File: config.mk
export PLATFORM = sky130hd
export DESIGN_NAME = scs_device_flat
export DESIGN_NICKNAME = d
export VERILOG_FILES = /design/src/scs_pkg.sv /design/src/scs_link_if.sv /design/src/scs_device.sv /design/src/flat_wrapper.sv
export VERILOG_INCLUDE_DIRS = /design/src
export SDC_FILE = /design/constraint.sdc
export NUM_CORES = 1
export LEC_CHECK = 0
export ABC_AREA = 1
export BUFFER_PORTS_ARGS = -buffer_cell sky130_fd_sc_hd__buf_2
export CAP_MARGIN = 20
export CORE_MARGIN = 8
export CORE_UTILIZATION = 46
export CTS_CLUSTER_DIAMETER = 100
export DETAILED_ROUTE_END_ITERATION = 10
export GPL_TIMING_DRIVEN = 0
export PLACE_DENSITY = 0.65
export SYNTH_ARGS = -nofsm -noshare
export SYNTH_HDL_FRONTEND = slang
export SYNTH_SLANG_ARGS = --single-unit
export TNS_END_PERCENT = 5
File: constraint.sdc
create_clock -name clk -period 1.71 [get_ports clk]
set_input_delay 0.342 -clock clk [delete_from_list [all_inputs] [get_ports clk]]
set_output_delay 0.342 -clock clk [all_outputs]
set_load 0.1 [all_outputs]
File: src/scs_cfg.svh
`ifndef SCS_CFG_SVH
`define SCS_CFG_SVH

// clock period in ps (200 MHz)
`define SCS_CLK_PS          5000
// longest conversion time, ns
`define SCS_TCONV_NS        392
// cycles: longest time rounds down
`define SCS_CONV_CYC        ((`SCS_TCONV_NS * 1000) / `SCS_CLK_PS)
// least acquisition time, ns
`define SCS_TACQ_NS         95
`define SCS_ACQ_CYC         (((`SCS_TACQ_NS * 1000) + `SCS_CLK_PS - 1) / `SCS_CLK_PS)
// settle window after start in which the start line may toggle, ns
`define SCS_TQUIET_NS       40
`define SCS_QUIET_CYC       (((`SCS_TQUIET_NS * 1000) + `SCS_CLK_PS - 1) / `SCS_CLK_PS)
// wait after power-on reset, us
`define SCS_TPOR_US         200
`define SCS_POR_CYC         ((`SCS_TPOR_US * 1000000) / `SCS_CLK_PS)
// serial clock rising edges that clear the io register
`define SCS_CLR_EDGES       20
// result width
`define SCS_RES_W           24
// serial clock half period in host clocks
`define SCS_SCK_HALF        4

`endif

File: src/scs_pkg.sv
package scs_pkg;
	typedef enum {SCS_D_IDLE, SCS_D_CONV} scs_dev_state_t;
	typedef enum {SCS_H_POR, SCS_H_CLR, SCS_H_START, SCS_H_WAIT, SCS_H_READ, SCS_H_ACQ}
		scs_host_state_t;
endpackage : scs_pkg

File: src/scs_link_if.sv
`timescale 1ns/10ps
interface scs_link_if;
	logic convert_start;
	logic sck;
	logic busy;
	logic sdo;
	modport dev  (input convert_start, input sck, output busy, output sdo);
	modport host (output convert_start, output sck, input busy, input sdo);
endinterface : scs_link_if

File: src/scs_device.sv
`timescale 1ns/10ps
`include "scs_cfg.svh"
// Contract
// - start-line rising edge starts conversion, powers up
// - no restart while conversion runs
// - busy high for whole conversion
// - host toggles start only early or after
// - internal clock times conversion, 392ns max
// - host allows 95ns acquisition between conversions
// - single reads limit output rate 1.5Msps
// - power down and acquire after completion
// - last result readable while powered down
// - host stops serial clock during conversion
// - power-on reset reinitialises the device
// - host waits 200us after power-on reset
// - host clears io registers after reset
// - host clears io after reference recovery (no reference recovery is modelled here)
// - 20 serial edges before start clear io (here only before the first start after reset)
// - serial interface steers averaging filter (here the filter is a pass-through and reading_ff steers nothing)
// - 1..19 edges between busy falls hold output
// - 24-bit result captured at start edge
module scs_device
	import scs_pkg::*;
#(
	parameter int RES_W = `SCS_RES_W
)(
	// clock and reset
	input  wire logic             clk,
	input  wire logic             nrst,
	// link
	scs_link_if.dev               lnk,
	// analog sample and status
	input  wire logic [RES_W-1:0] sample_in,
	output logic                  powered_up,
	output logic [RES_W-1:0]      io_reg
);
	localparam logic [8:0] CONV_CYC = 9'(`SCS_CONV_CYC);
	localparam logic [5:0] CLR_N    = 6'(`SCS_CLR_EDGES);

	// -----------------------------------------------------------------
	// pin synchronisers
	// -----------------------------------------------------------------
	// both link inputs come from another clock: two flops each, and the
	// edge register reads only the second stage, so no metastable value
	// ever reaches the edge detectors
	// idle level of both pins is low, so reset values of zero give no
	// false edge straight after reset
	logic [1:0] cnv_sync_ff;
	logic [1:0] sck_sync_ff;
	logic       cnv_d_ff;
	logic       sck_d_ff;
	always_ff @(posedge clk or negedge nrst)
	begin
		if (!nrst)
		begin
			cnv_sync_ff <= 2'h0;
			sck_sync_ff <= 2'h0;
			cnv_d_ff    <= 1'b0;
			sck_d_ff    <= 1'b0;
		end
		else
		begin
			cnv_sync_ff <= {cnv_sync_ff[0], lnk.convert_start};
			sck_sync_ff <= {sck_sync_ff[0], lnk.sck};
			cnv_d_ff    <= cnv_sync_ff[1];
			sck_d_ff    <= sck_sync_ff[1];
		end
	end
	wire cnv_rise = cnv_sync_ff[1] & ~cnv_d_ff;
	wire sck_rise = sck_sync_ff[1] & ~sck_d_ff;

	// -----------------------------------------------------------------
	// conversion sequencer
	// -----------------------------------------------------------------
	scs_dev_state_t    state_ff;
	logic [8:0]        cnt_ff;
	logic [RES_W-1:0]  result_ff;
	logic              seen_start_ff;
	logic [5:0]        sck_cnt_ff;
	logic              reading_ff;
	logic [RES_W-1:0]  acc_ff;
	logic [RES_W-1:0]  shift_ff;
	logic              sdo_ff;

	wire start_ok  = (state_ff == SCS_D_IDLE) && cnv_rise;
	wire conv_done = (state_ff == SCS_D_CONV) && (cnt_ff == CONV_CYC - 9'h1);
	wire clr_hit   = !seen_start_ff && sck_rise && (sck_cnt_ff >= CLR_N - 6'h1);
	// a read is open once at least one but fewer than the clear count of edges arrived
	wire hold_io   = (sck_cnt_ff != 6'h0) && (sck_cnt_ff < CLR_N);

	always_ff @(posedge clk or negedge nrst)
	begin
		if (!nrst)
		begin
			state_ff <= SCS_D_IDLE;
			cnt_ff   <= 9'h0;
		end
		else
		begin
			case (state_ff)
				SCS_D_IDLE:
				begin
					cnt_ff <= 9'h0;
					if (start_ok)
						state_ff <= SCS_D_CONV;
				end
				SCS_D_CONV:
				begin
					cnt_ff <= cnt_ff + 9'h1;
					if (conv_done)
						state_ff <= SCS_D_IDLE;
				end
				default:
					state_ff <= SCS_D_IDLE;
			endcase
		end
	end

	assign lnk.busy   = (state_ff == SCS_D_CONV);
	assign powered_up = (state_ff == SCS_D_CONV);

	// -----------------------------------------------------------------
	// result, filter and io register
	// -----------------------------------------------------------------
	always_ff @(posedge clk or negedge nrst)
	begin
		if (!nrst)
		begin
			result_ff     <= '0;
			seen_start_ff <= 1'b0;
		end
		else if (start_ok)
		begin
			result_ff     <= sample_in;
			seen_start_ff <= 1'b1;
		end
	end

	// serial edge count between busy falls; restarts on each completion
	always_ff @(posedge clk or negedge nrst)
	begin
		if (!nrst)
			sck_cnt_ff <= 6'h0;
		else if (conv_done)
			sck_cnt_ff <= 6'h0;
		else if (sck_rise && sck_cnt_ff != 6'h3F)
			sck_cnt_ff <= sck_cnt_ff + 6'h1;
	end

	// -----------------------------------------------------------------
	// averaging filter stand-in
	// -----------------------------------------------------------------
	// limitation: pass-through of the latest result, no averaging and no
	// scaling, so a distributed read returns the last result, not a mean
	// the filter output follows the result register every cycle, so it is
	// already settled when a completion copies it into the io register
	always_ff @(posedge clk or negedge nrst)
	begin
		if (!nrst)
		begin
			acc_ff     <= '0;
			reading_ff <= 1'b0;
		end
		else
		begin
			if (sck_rise && !reading_ff)
				reading_ff <= 1'b1;
			else if (conv_done && !hold_io)
				reading_ff <= 1'b0;
			acc_ff <= result_ff;
		end
	end

	always_ff @(posedge clk or negedge nrst)
	begin
		if (!nrst)
		begin
			io_reg   <= '0;
			shift_ff <= '0;
			sdo_ff   <= 1'b0;
		end
		else if (clr_hit)
		begin
			io_reg   <= '0;
			shift_ff <= '0;
			sdo_ff   <= 1'b0;
		end
		// a completion with 1..19 serial edges since the last one keeps
		// the io register, so a read may span several conversions
		else if (conv_done && !hold_io)
		begin
			io_reg   <= acc_ff;
			shift_ff <= acc_ff;
			sdo_ff   <= acc_ff[RES_W-1];
		end
		else if (sck_rise)
		begin
			// shifting works in idle too, so the last result stays readable
			shift_ff <= {shift_ff[RES_W-2:0], 1'b0};
			sdo_ff   <= shift_ff[RES_W-2];
		end
	end
	assign lnk.sdo = sdo_ff;
endmodule : scs_device

File: src/flat_wrapper.sv
// flat-port wrapper written by rule: the top's interface ports become plain ports
module scs_device_flat import scs_pkg::*;
#(
	parameter int RES_W = `SCS_RES_W
)
  (clk, nrst, sample_in, powered_up, io_reg, lnk_convert_start, lnk_sck, lnk_busy, lnk_sdo);
  scs_link_if lnk_i ();
  input  wire logic clk;
  input  wire logic nrst;
  input  wire logic [RES_W-1:0] sample_in;
  output logic powered_up;
  output logic [RES_W-1:0] io_reg;
  input wire logic [$bits(lnk_i.convert_start)-1:0] lnk_convert_start;
  input wire logic [$bits(lnk_i.sck)-1:0] lnk_sck;
  output wire logic [$bits(lnk_i.busy)-1:0] lnk_busy;
  output wire logic [$bits(lnk_i.sdo)-1:0] lnk_sdo;
  assign lnk_i.convert_start = lnk_convert_start;
  assign lnk_i.sck = lnk_sck;
  assign lnk_busy = lnk_i.busy;
  assign lnk_sdo = lnk_i.sdo;
  scs_device #(.RES_W(RES_W)) u_core (.clk(clk), .nrst(nrst), .lnk(lnk_i), .sample_in(sample_in), .powered_up(powered_up), .io_reg(io_reg));
endmodule
==> metrics.md, run 1 <==
| Metric | Value |
|---|---|
| Placeable core region | 0.01023 mm^2 |
| Arr. time, crit path | 2.06 ns |
| Leading cell type in the layout, fill and taps excluded | sky130_fd_sc_hd__nand2_1 |
| Number of placement rows | 37 |
| Number of vias in the routed layout | 3,371 |
| CTS max path bufs | 2 |
| Category of the worst setup path capture point | flip-flop |
| Number of I/O port buffers | 54 |
| Total power per unit cell area | 1350 mW/mm^2 |
| Startpoint of the lowest-slack hold path | sample_in[18] |
| Weighted congestion reported at the end of routability-driven placement | 0.8562 |
| Peak supply drop | 1059 uV |
| Max-cap viol count | 0 |
| Slew HR | 63.34% |
| Number of H-tree levels | 4 |
| CP startpoint kind | flip-flop |
| Number of DRC violations after detailed-routing iteration 0 | 220 |
| Sequential fraction of the synthesis area | 62.21% |
| Proportion of register bits with asynchronous set or reset after synthesis | 100.0% |
| Routed wire length per instance | 14.25 um |
| Max Clk Rate | 0.6005 GHz |
| Count of inserted antenna diode cells | 0 |
| Most used DFF post-synth | sky130_fd_sc_hd__dfrtp_1 |
| Final number of setup-violating endpoints | 0 |
| # fillers | 831 |
| TritonCTS clock tree | yes |
| Critical path data required time | 2.10 ns |
| Mapped Area | 0.004787 mm^2 |
| Minimum clock period after layout | 1.665 ns |
| Number of global-route vias before repair | 3,393 |
| Number of antenna violations at the first check in global routing | 0 |
| Share of cells above drive strength 1 | 31.80% |
| Die area | 0.01393 mm^2 |
| Instance count along the most critical hold path | 2 |
| Clock latency of the later-clocked register in the worst-skew pair | 0.51 ns |
| Largest net degree at the start of global routing | 61 |
| Clock-pin slew of the registers on the worst-case setup and hold paths | 0.05 ns |
| Reg-to-reg setup timing slack | 0.04 ns |
| Clock Sinks | 119 |
| Worst-case hold path end point | u_core.result_ff[18] |
| Beginning of the worst register-to-register path | u_core.cnt_ff[1] |
| Via/cell ratio | 4.802 |
| Final-report hold violation count | 0 |
| Seq cells post-synth | 119 |
| Worst-case hold slack | 0.06695 ns |
| Ratio of final minimum period to clock period | 97.39% |
| Boundary Pins | 55 |
| Drt first pass iters | 4 |
| Final critical-path setup slack | 0.04467 ns |
| Total global routing overflow | 0 |
| Post-synthesis to final-layout area growth | 30.48% |
| Count of flip-flops with a built-in enable after synthesis | 0 |
| Height of the die | 118.0 um |
| Width of the die | 118.0 um |
| Syn Inst Count | 464 |
| Share of the core filled with cells in the final layout | 61.05% |
| Pins Over Slew Limit | 0 |
| Root Driver | sky130_fd_sc_hd__clkbuf_8 |
| Global-route wire length before repair | 16,190 um |
| Overall Global Routing Usage | 14.60% |
| Number of buffers inserted during clock tree synthesis | 17 |
| Detailed Route WL | 10,000 um |
| Hold Crit Class | in2reg |
| Number of nets in the finished design | 585 |
| Top library cells by usage in the layout, fill and taps aside | 161 x sky130_fd_sc_hd__nand2_1, 118 x sky130_fd_sc_hd__dfrtp_1, 51 x sky130_fd_sc_hd__buf_2 |
| Share of Yosys cell area claimed by the top area cell type | 62.21% |
| Initial cell density of the core | 46.79% |
| Syn_area_per_cell | 10.32 um^2 |
| Unrepaired setup endpoints after global routing | true |
| Routed Antenna Nets | 0 |
| Post-DP HPWL | 6492 um |
| Placement Setup Slack | -0.04478 ns |
| Cell taking the most area after synthesis | sky130_fd_sc_hd__dfrtp_1 |
| Crit-path max FO | 8 |
| Total leakage power | 3.356 nW |
| Number of placed cells counting well taps | 655 |
| Remaining design rule violation count | 0 |
| Worst reg-to-reg path cell count | 13 |
| Critical path class | reg2reg |
| Cell Count, Final, Fillers Out | 702 |
| TNS Setup | 0 ns |
| Status | complete, no violations |
| Top cells by area in the synthesized netlist | sky130_fd_sc_hd__dfrtp_1 62%, sky130_fd_sc_hd__nand2_1 14%, sky130_fd_sc_hd__mux2_2 5.6% |
| Worst r2r dst | u_core.shift_ff[5] |
| Yosys synthesis warning count | 0 |
| Library cells used by synthesis | 29 |
| Post-Syn Nets | 496 |
| Transition time at the pin with the least slew margin | 0.5499 ns |
| Clock skew | 0.008184 ns |
[per-stage QoR]
stage               total power [mW]  cell area, um^2
global placement               4.389             5231
detailed placement             4.456             5265
finish                         8.431             6246
CTS                            8.393             5969
global route                   8.809             6246
floorplan                      4.166             4791
[synth_stat cells (2+ instances only)]
master and instances:
sky130_fd_sc_hd__dfrtp_1 119, sky130_fd_sc_hd__nor2_2 2, sky130_fd_sc_hd__mux2_2 24, sky130_fd_sc_hd__nand2_1 182, sky130_fd_sc_hd__a21boi_1 22, sky130_fd_sc_hd__nand3_1 17
sky130_fd_sc_hd__o21ai_0 11, sky130_fd_sc_hd__buf_4 6, sky130_fd_sc_hd__inv_2 2, sky130_fd_sc_hd__inv_1 26, sky130_fd_sc_hd__nor3_1 2, sky130_fd_sc_hd__nand4_1 2
sky130_fd_sc_hd__buf_6 8, sky130_fd_sc_hd__ha_1 4, sky130_fd_sc_hd__clkbuf_1 2, sky130_fd_sc_hd__xor2_1 2, sky130_fd_sc_hd__nor2_1 15, sky130_fd_sc_hd__nand2_2 2
sky130_fd_sc_hd__a21oi_1 6
[logic make-up after synthesis]
family | count (synthesis) | synth area share, %
mux | 24 | 5.646
buf+inv | 45 | 5.280
fa+ha+maj | 4 | 1.046
simple gates | 228 | 19.50
xor+xnor | 2 | 0.3660
compound gates | 42 | 5.959
flops | 119 | 62.21
[report_power, final]
group / leakage, nW / internal (mW) / total, mW / switching, mW
Clock: 0.325 / 2.70 / 3.88 / 1.18
Combinational: 1.52 / 0.405 / 0.896 / 0.491
Sequential: 1.51 / 3.33 / 3.65 / 0.322
Total: 3.36 / 6.44 / 8.43 / 1.99
[worst max path at each step]
stage                  startpoint                    to  cells past startpoint
5_1_grt          u_core.cnt_ff[1]      u_core.io_reg[2]                     10
3_3_place_gp                 nrst    u_core.state_ff[0]                      1
4_1_cts        u_core.state_ff[0]  u_core.result_ff[21]                      5
3_5_place_dp     u_core.cnt_ff[1]   u_core.shift_ff[15]                     11
2_1_floorplan  u_core.state_ff[0]  u_core.result_ff[10]                      5
6_report         u_core.cnt_ff[1]    u_core.shift_ff[5]                     13
[cell type report]
| class | instances | area [um^2] | area share, % |
|---|---|---|---|
| Clock buffer | 24 | 490.5 | 7.853 |
| Inverter | 28 | 105.1 | 1.683 |
| Multi-Input combinational cell | 300 | 1700 | 27.22 |
| Clock inverter | 8 | 165.2 | 2.644 |
| Buffer | 17 | 170.2 | 2.724 |
| Timing Repair Buffer | 70 | 462.9 | 7.412 |
| Tap cell | 136 | 170.2 | 2.724 |
| Sequential cell | 119 | 2982 | 47.74 |
[per-layer routing]
metal	track usage, %	up-vias	part of all wire, %
met5	0	-	0
met2	22.94	84	48
li1	-	1651	-
met1	17.60	1622	45
met3	5.803	14	5.5
met4	5.845	0	1.5
[what timing repair did]
action                                 4_1_cts  5_1_grt
endpoints found under the hold margin       61        0
hold buffers                                 3        0
resized for setup                            4       58
setup endpoints to repair                   26       72
buffers inserted                             1        9
cloned                                       0        2
pin swaps                                    2        8
[worst max-delay path, stage by stage, from the launching register on]
cell,delay (ns)
sky130_fd_sc_hd__dfrtp_1,0.37
sky130_fd_sc_hd__inv_1,0.07
sky130_fd_sc_hd__ha_2,0.18
sky130_fd_sc_hd__nand2_1,0.05
sky130_fd_sc_hd__inv_1,0.06
sky130_fd_sc_hd__nand3_2,0.08
sky130_fd_sc_hd__nor2_4,0.15
sky130_fd_sc_hd__nand2_4,0.08
sky130_fd_sc_hd__buf_6,0.14
sky130_fd_sc_hd__buf_4,0.13
sky130_fd_sc_hd__nand2_1,0.07
sky130_fd_sc_hd__nand2_2,0.06
sky130_fd_sc_hd__nand2_1,0.05
sky130_fd_sc_hd__nand2_1,0.05
Note: power is estimated with default switching activity, not from simulation.
==> inputs of run 2 (changes only) <==
--- a/config.mk
+++ b/config.mk
@@ -8,13 +8,12 @@
 export LEC_CHECK = 0
 export ABC_AREA = 1
 export BUFFER_PORTS_ARGS = -buffer_cell sky130_fd_sc_hd__buf_2
-export CAP_MARGIN = 20
 export CORE_MARGIN = 8
-export CORE_UTILIZATION = 46
+export CORE_UTILIZATION = 53
 export CTS_CLUSTER_DIAMETER = 100
 export DETAILED_ROUTE_END_ITERATION = 10
 export GPL_TIMING_DRIVEN = 0
-export PLACE_DENSITY = 0.65
+export PLACE_DENSITY = 0.73
 export SYNTH_ARGS = -nofsm -noshare
 export SYNTH_HDL_FRONTEND = slang
 export SYNTH_SLANG_ARGS = --single-unit
==> run 2 against run 1 <==
Non-clock buffer count shrank 3. Final cell count shrank 4.6%. The flow now finishes with violations (setup timing). Worst setup slack lost 0.049 ns. Critical endpoint is now u_core.io_reg[8]. Via count grew 0.62%. First-iteration DRC count grew 17%.
==> metrics.md, run 2 (synthesized netlist as in run 1, its figures left out) <==
| Metric | Value |
|---|---|
| Status | finished with violations |
| Violations in the final reports | setup timing |
| Pins Over Slew Limit | 0 (unchanged) |
| Clock-pin slew of the registers on the worst-case setup and hold paths | 0.06 ns (about the same) |
| Via/cell ratio | 5.063 (+5.4%) |
| Number of I/O port buffers | 54 (unchanged) |
| Critical path data required time | 2.13 ns (+0.03 ns) |
| Global-route wire length before repair | 16,730 um (+3.3%) |
| Placement Setup Slack | -0.01610 ns (+0.02868 ns) |
| Final number of setup-violating endpoints | 1 (+1) |
| Beginning of the worst register-to-register path | u_core.sck_cnt_ff[0] |
| Design Power | 8.104 mW (-3.9%) |
| Width of the die | 111.0 um (-5.9%) |
| Count of inserted antenna diode cells | 0 (unchanged) |
| Hold Crit Class | in2reg |
| Height of the die | 111.0 um (-5.9%) |
| Number of vias in the routed layout | 3,392 (+0.62%) |
| Top library cells by usage in the layout, fill and taps aside | 175 x sky130_fd_sc_hd__nand2_1, 118 x sky130_fd_sc_hd__dfrtp_1, 51 x sky130_fd_sc_hd__buf_2 |
| Max Clk Rate | 0.5833 GHz (-2.9%) |
| Instance count along the most critical hold path | 2 (unchanged) |
| Weighted congestion reported at the end of routability-driven placement | 0.7426 (-13%) |
| Number of H-tree levels | 4 (unchanged) |
| Minimum clock period after layout | 1.714 ns (+0.04915 ns) |
| Transition time at the pin with the least slew margin | 0.5051 ns (-0.04485 ns) |
| Largest net degree at the start of global routing | 101 (+66%) |
| Overall Global Routing Usage | 16.65% (+2.1 points) |
| Max-cap viol count | 0 (unchanged) |
| Startpoint of the lowest-slack hold path | sample_in[21] |
| Boundary Pins | 55 (unchanged) |
| Clock latency of the later-clocked register in the worst-skew pair | 0.51 ns (about the same) |
| Ratio of final minimum period to clock period | 100.3% (+2.9 points) |
| Root Driver | sky130_fd_sc_hd__clkbuf_8 |
| Clock skew | 0.007157 ns (-0.001027 ns) |
| Routed Antenna Nets | 0 (unchanged) |
| CTS max path bufs | 2 (unchanged) |
| Post-DP HPWL | 6379 um (-1.7%) |
| Number of nets in the finished design | 582 (-0.51%) |
| Worst r2r dst | u_core.io_reg[8] |
| Drt first pass iters | 5 (+1) |
| # fillers | 657 (-21%) |
| Clock Sinks | 119 (unchanged) |
| TritonCTS clock tree | yes |
| Worst reg-to-reg path cell count | 9 (-4) |
| Number of antenna violations at the first check in global routing | 0 (unchanged) |
| Initial cell density of the core | 54.63% (+7.8 points) |
| Number of buffers inserted during clock tree synthesis | 17 (unchanged) |
| Routed wire length per instance | 14.87 um (+4.4%) |
| Crit-path max FO | 10 (+2) |
| Number of global-route vias before repair | 3,482 (+2.6%) |
| Final critical-path setup slack | -0.004476 ns (-0.04915 ns) |
| Unrepaired setup endpoints after global routing | true |
| Share of cells above drive strength 1 | 27.76% (-4.0 points) |
| Total leakage power | 3.248 nW (-3.2%) |
| Post-synthesis to final-layout area growth | 25.85% |
| Remaining design rule violation count | 0 (unchanged) |
| Die area | 0.01233 mm^2 (-11%) |
| Number of DRC violations after detailed-routing iteration 0 | 257 (+17%) |
| Reg-to-reg setup timing slack | -0.004 ns (-0.05 ns) |
| Total power per unit cell area | 1345 mW/mm^2 (-0.34%) |
| Number of placement rows | 34 (-8.1%) |
| Placeable core region | 0.008763 mm^2 (-14%) |
| Worst-case hold path end point | u_core.result_ff[21] |
| Slew HR | 66.56% (+3.2 points) |
| Total global routing overflow | 0 (unchanged) |
| Detailed Route WL | 9962 um (-0.39%) |
| Category of the worst setup path capture point | flip-flop |
| Final-report hold violation count | 0 (unchanged) |
| CP startpoint kind | flip-flop |
| Peak supply drop | 865.9 uV (-18%) |
| Critical path class | reg2reg |
| Leading cell type in the layout, fill and taps excluded | sky130_fd_sc_hd__nand2_1 |
| Arr. time, crit path | 2.14 ns (+0.08 ns) |
## run 2: cell types whose count changed in the layout (fill, tap and decap cells not counted), moves of 2 or more
cell | before | now
sky130_fd_sc_hd__buf_8 | 3 | 1
sky130_fd_sc_hd__nand2_4 | 8 | 3
sky130_fd_sc_hd__buf_12 | 2 | 0
sky130_fd_sc_hd__nand2_2 | 15 | 6
sky130_fd_sc_hd__nand2_1 | 161 | 175
sky130_fd_sc_hd__clkbuf_8 | 6 | 3
sky130_fd_sc_hd__clkbuf_1 | 2 | 5
## run 2: final cells by class
cell class	instances	area, um^2	area share (%)
Buffer	17	162.7	2.700
Clock buffer	23	456.7	7.580
Clock inverter	8	146.4	2.430
Inverter	28	105.1	1.745
Multi-Input combinational cell	300	1630	27.06
Sequential cell	119	2982	49.49
Tap cell	108	135.1	2.243
Timing Repair Buffer	67	406.6	6.750
## run 2: worst max path at each step
| stage | from | endpoint | slack (ns) | cells past startpoint |
|---|---|---|---|---|
| 2_1_floorplan | u_core.state_ff[0] | u_core.result_ff[10] | 0.03 | 5 |
| 3_3_place_gp | nrst | u_core.state_ff[0] | -1.46 | 1 |
| 3_5_place_dp | u_core.cnt_ff[1] | u_core.shift_ff[22] | -0.02 | 11 |
| 4_1_cts | u_core.state_ff[0] | powered_up | -0.0009 | 2 |
| 5_1_grt | u_core.sck_cnt_ff[0] | u_core.io_reg[8] | -0.12 | 9 |
| 6_report | u_core.sck_cnt_ff[0] | u_core.io_reg[8] | -0.004 | 9 |
## run 2: report_power, final
group,internal (mW),leakage (nW),switching (mW),total [mW]
logic,0.382,1.44,0.476,0.858
clock network,2.43,0.292,1.18,3.62
registers,3.33,1.51,0.301,3.63
total,6.14,3.25,1.96,8.10
## run 2: worst max-delay path: stages (launching register included)
cell and delay (ns):
sky130_fd_sc_hd__dfrtp_1 0.38, sky130_fd_sc_hd__inv_1 0.08, sky130_fd_sc_hd__ha_1 0.21, sky130_fd_sc_hd__nand3_1 0.11, sky130_fd_sc_hd__nand3_1 0.13, sky130_fd_sc_hd__nand2_4 0.13, sky130_fd_sc_hd__buf_6 0.15, sky130_fd_sc_hd__buf_4 0.17
sky130_fd_sc_hd__nand2_1 0.07, sky130_fd_sc_hd__a21boi_1 0.17
## run 2: repair_timing
item,CTS,global route
cloned,0,2
hold buffers,3,0
setup buffers,0,7
endpoints found under the hold margin,21,0
gates resized for setup,6,23
pin swaps,2,10
endpoints found under the setup margin,28,51
## run 2: metrics by stage
stage | TNS, ns | instance area (um^2) | hold WS [ns] | cells | util, %
3_5_place_dp | -0.01610 | 5230 | 0.1957 | 627 | 59.68
2_1_floorplan | 0 | 4791 | 0.04641 | 464 | -
3_3_place_gp | -129.60 | 5196 | 0.3361 | 626 | 59.29
4_1_cts | -0.0009354 | 5884 | 0.04178 | 661 | 67.15
5_1_grt | -3.848 | 6025 | 0.04332 | 670 | 68.75
6_report | -0.004476 | 6025 | 0.05782 | 670 | 68.75
## run 2: routing by layer
metal  share of wire (%)  vias to the layer above  track usage, %
li1                    -                     1648               -
met1                  43                     1658           20.52
met2                  50                       77           26.43
met3                 5.6                        9           6.385
met4                 1.1                        0           5.156
met5                   0                        -               0
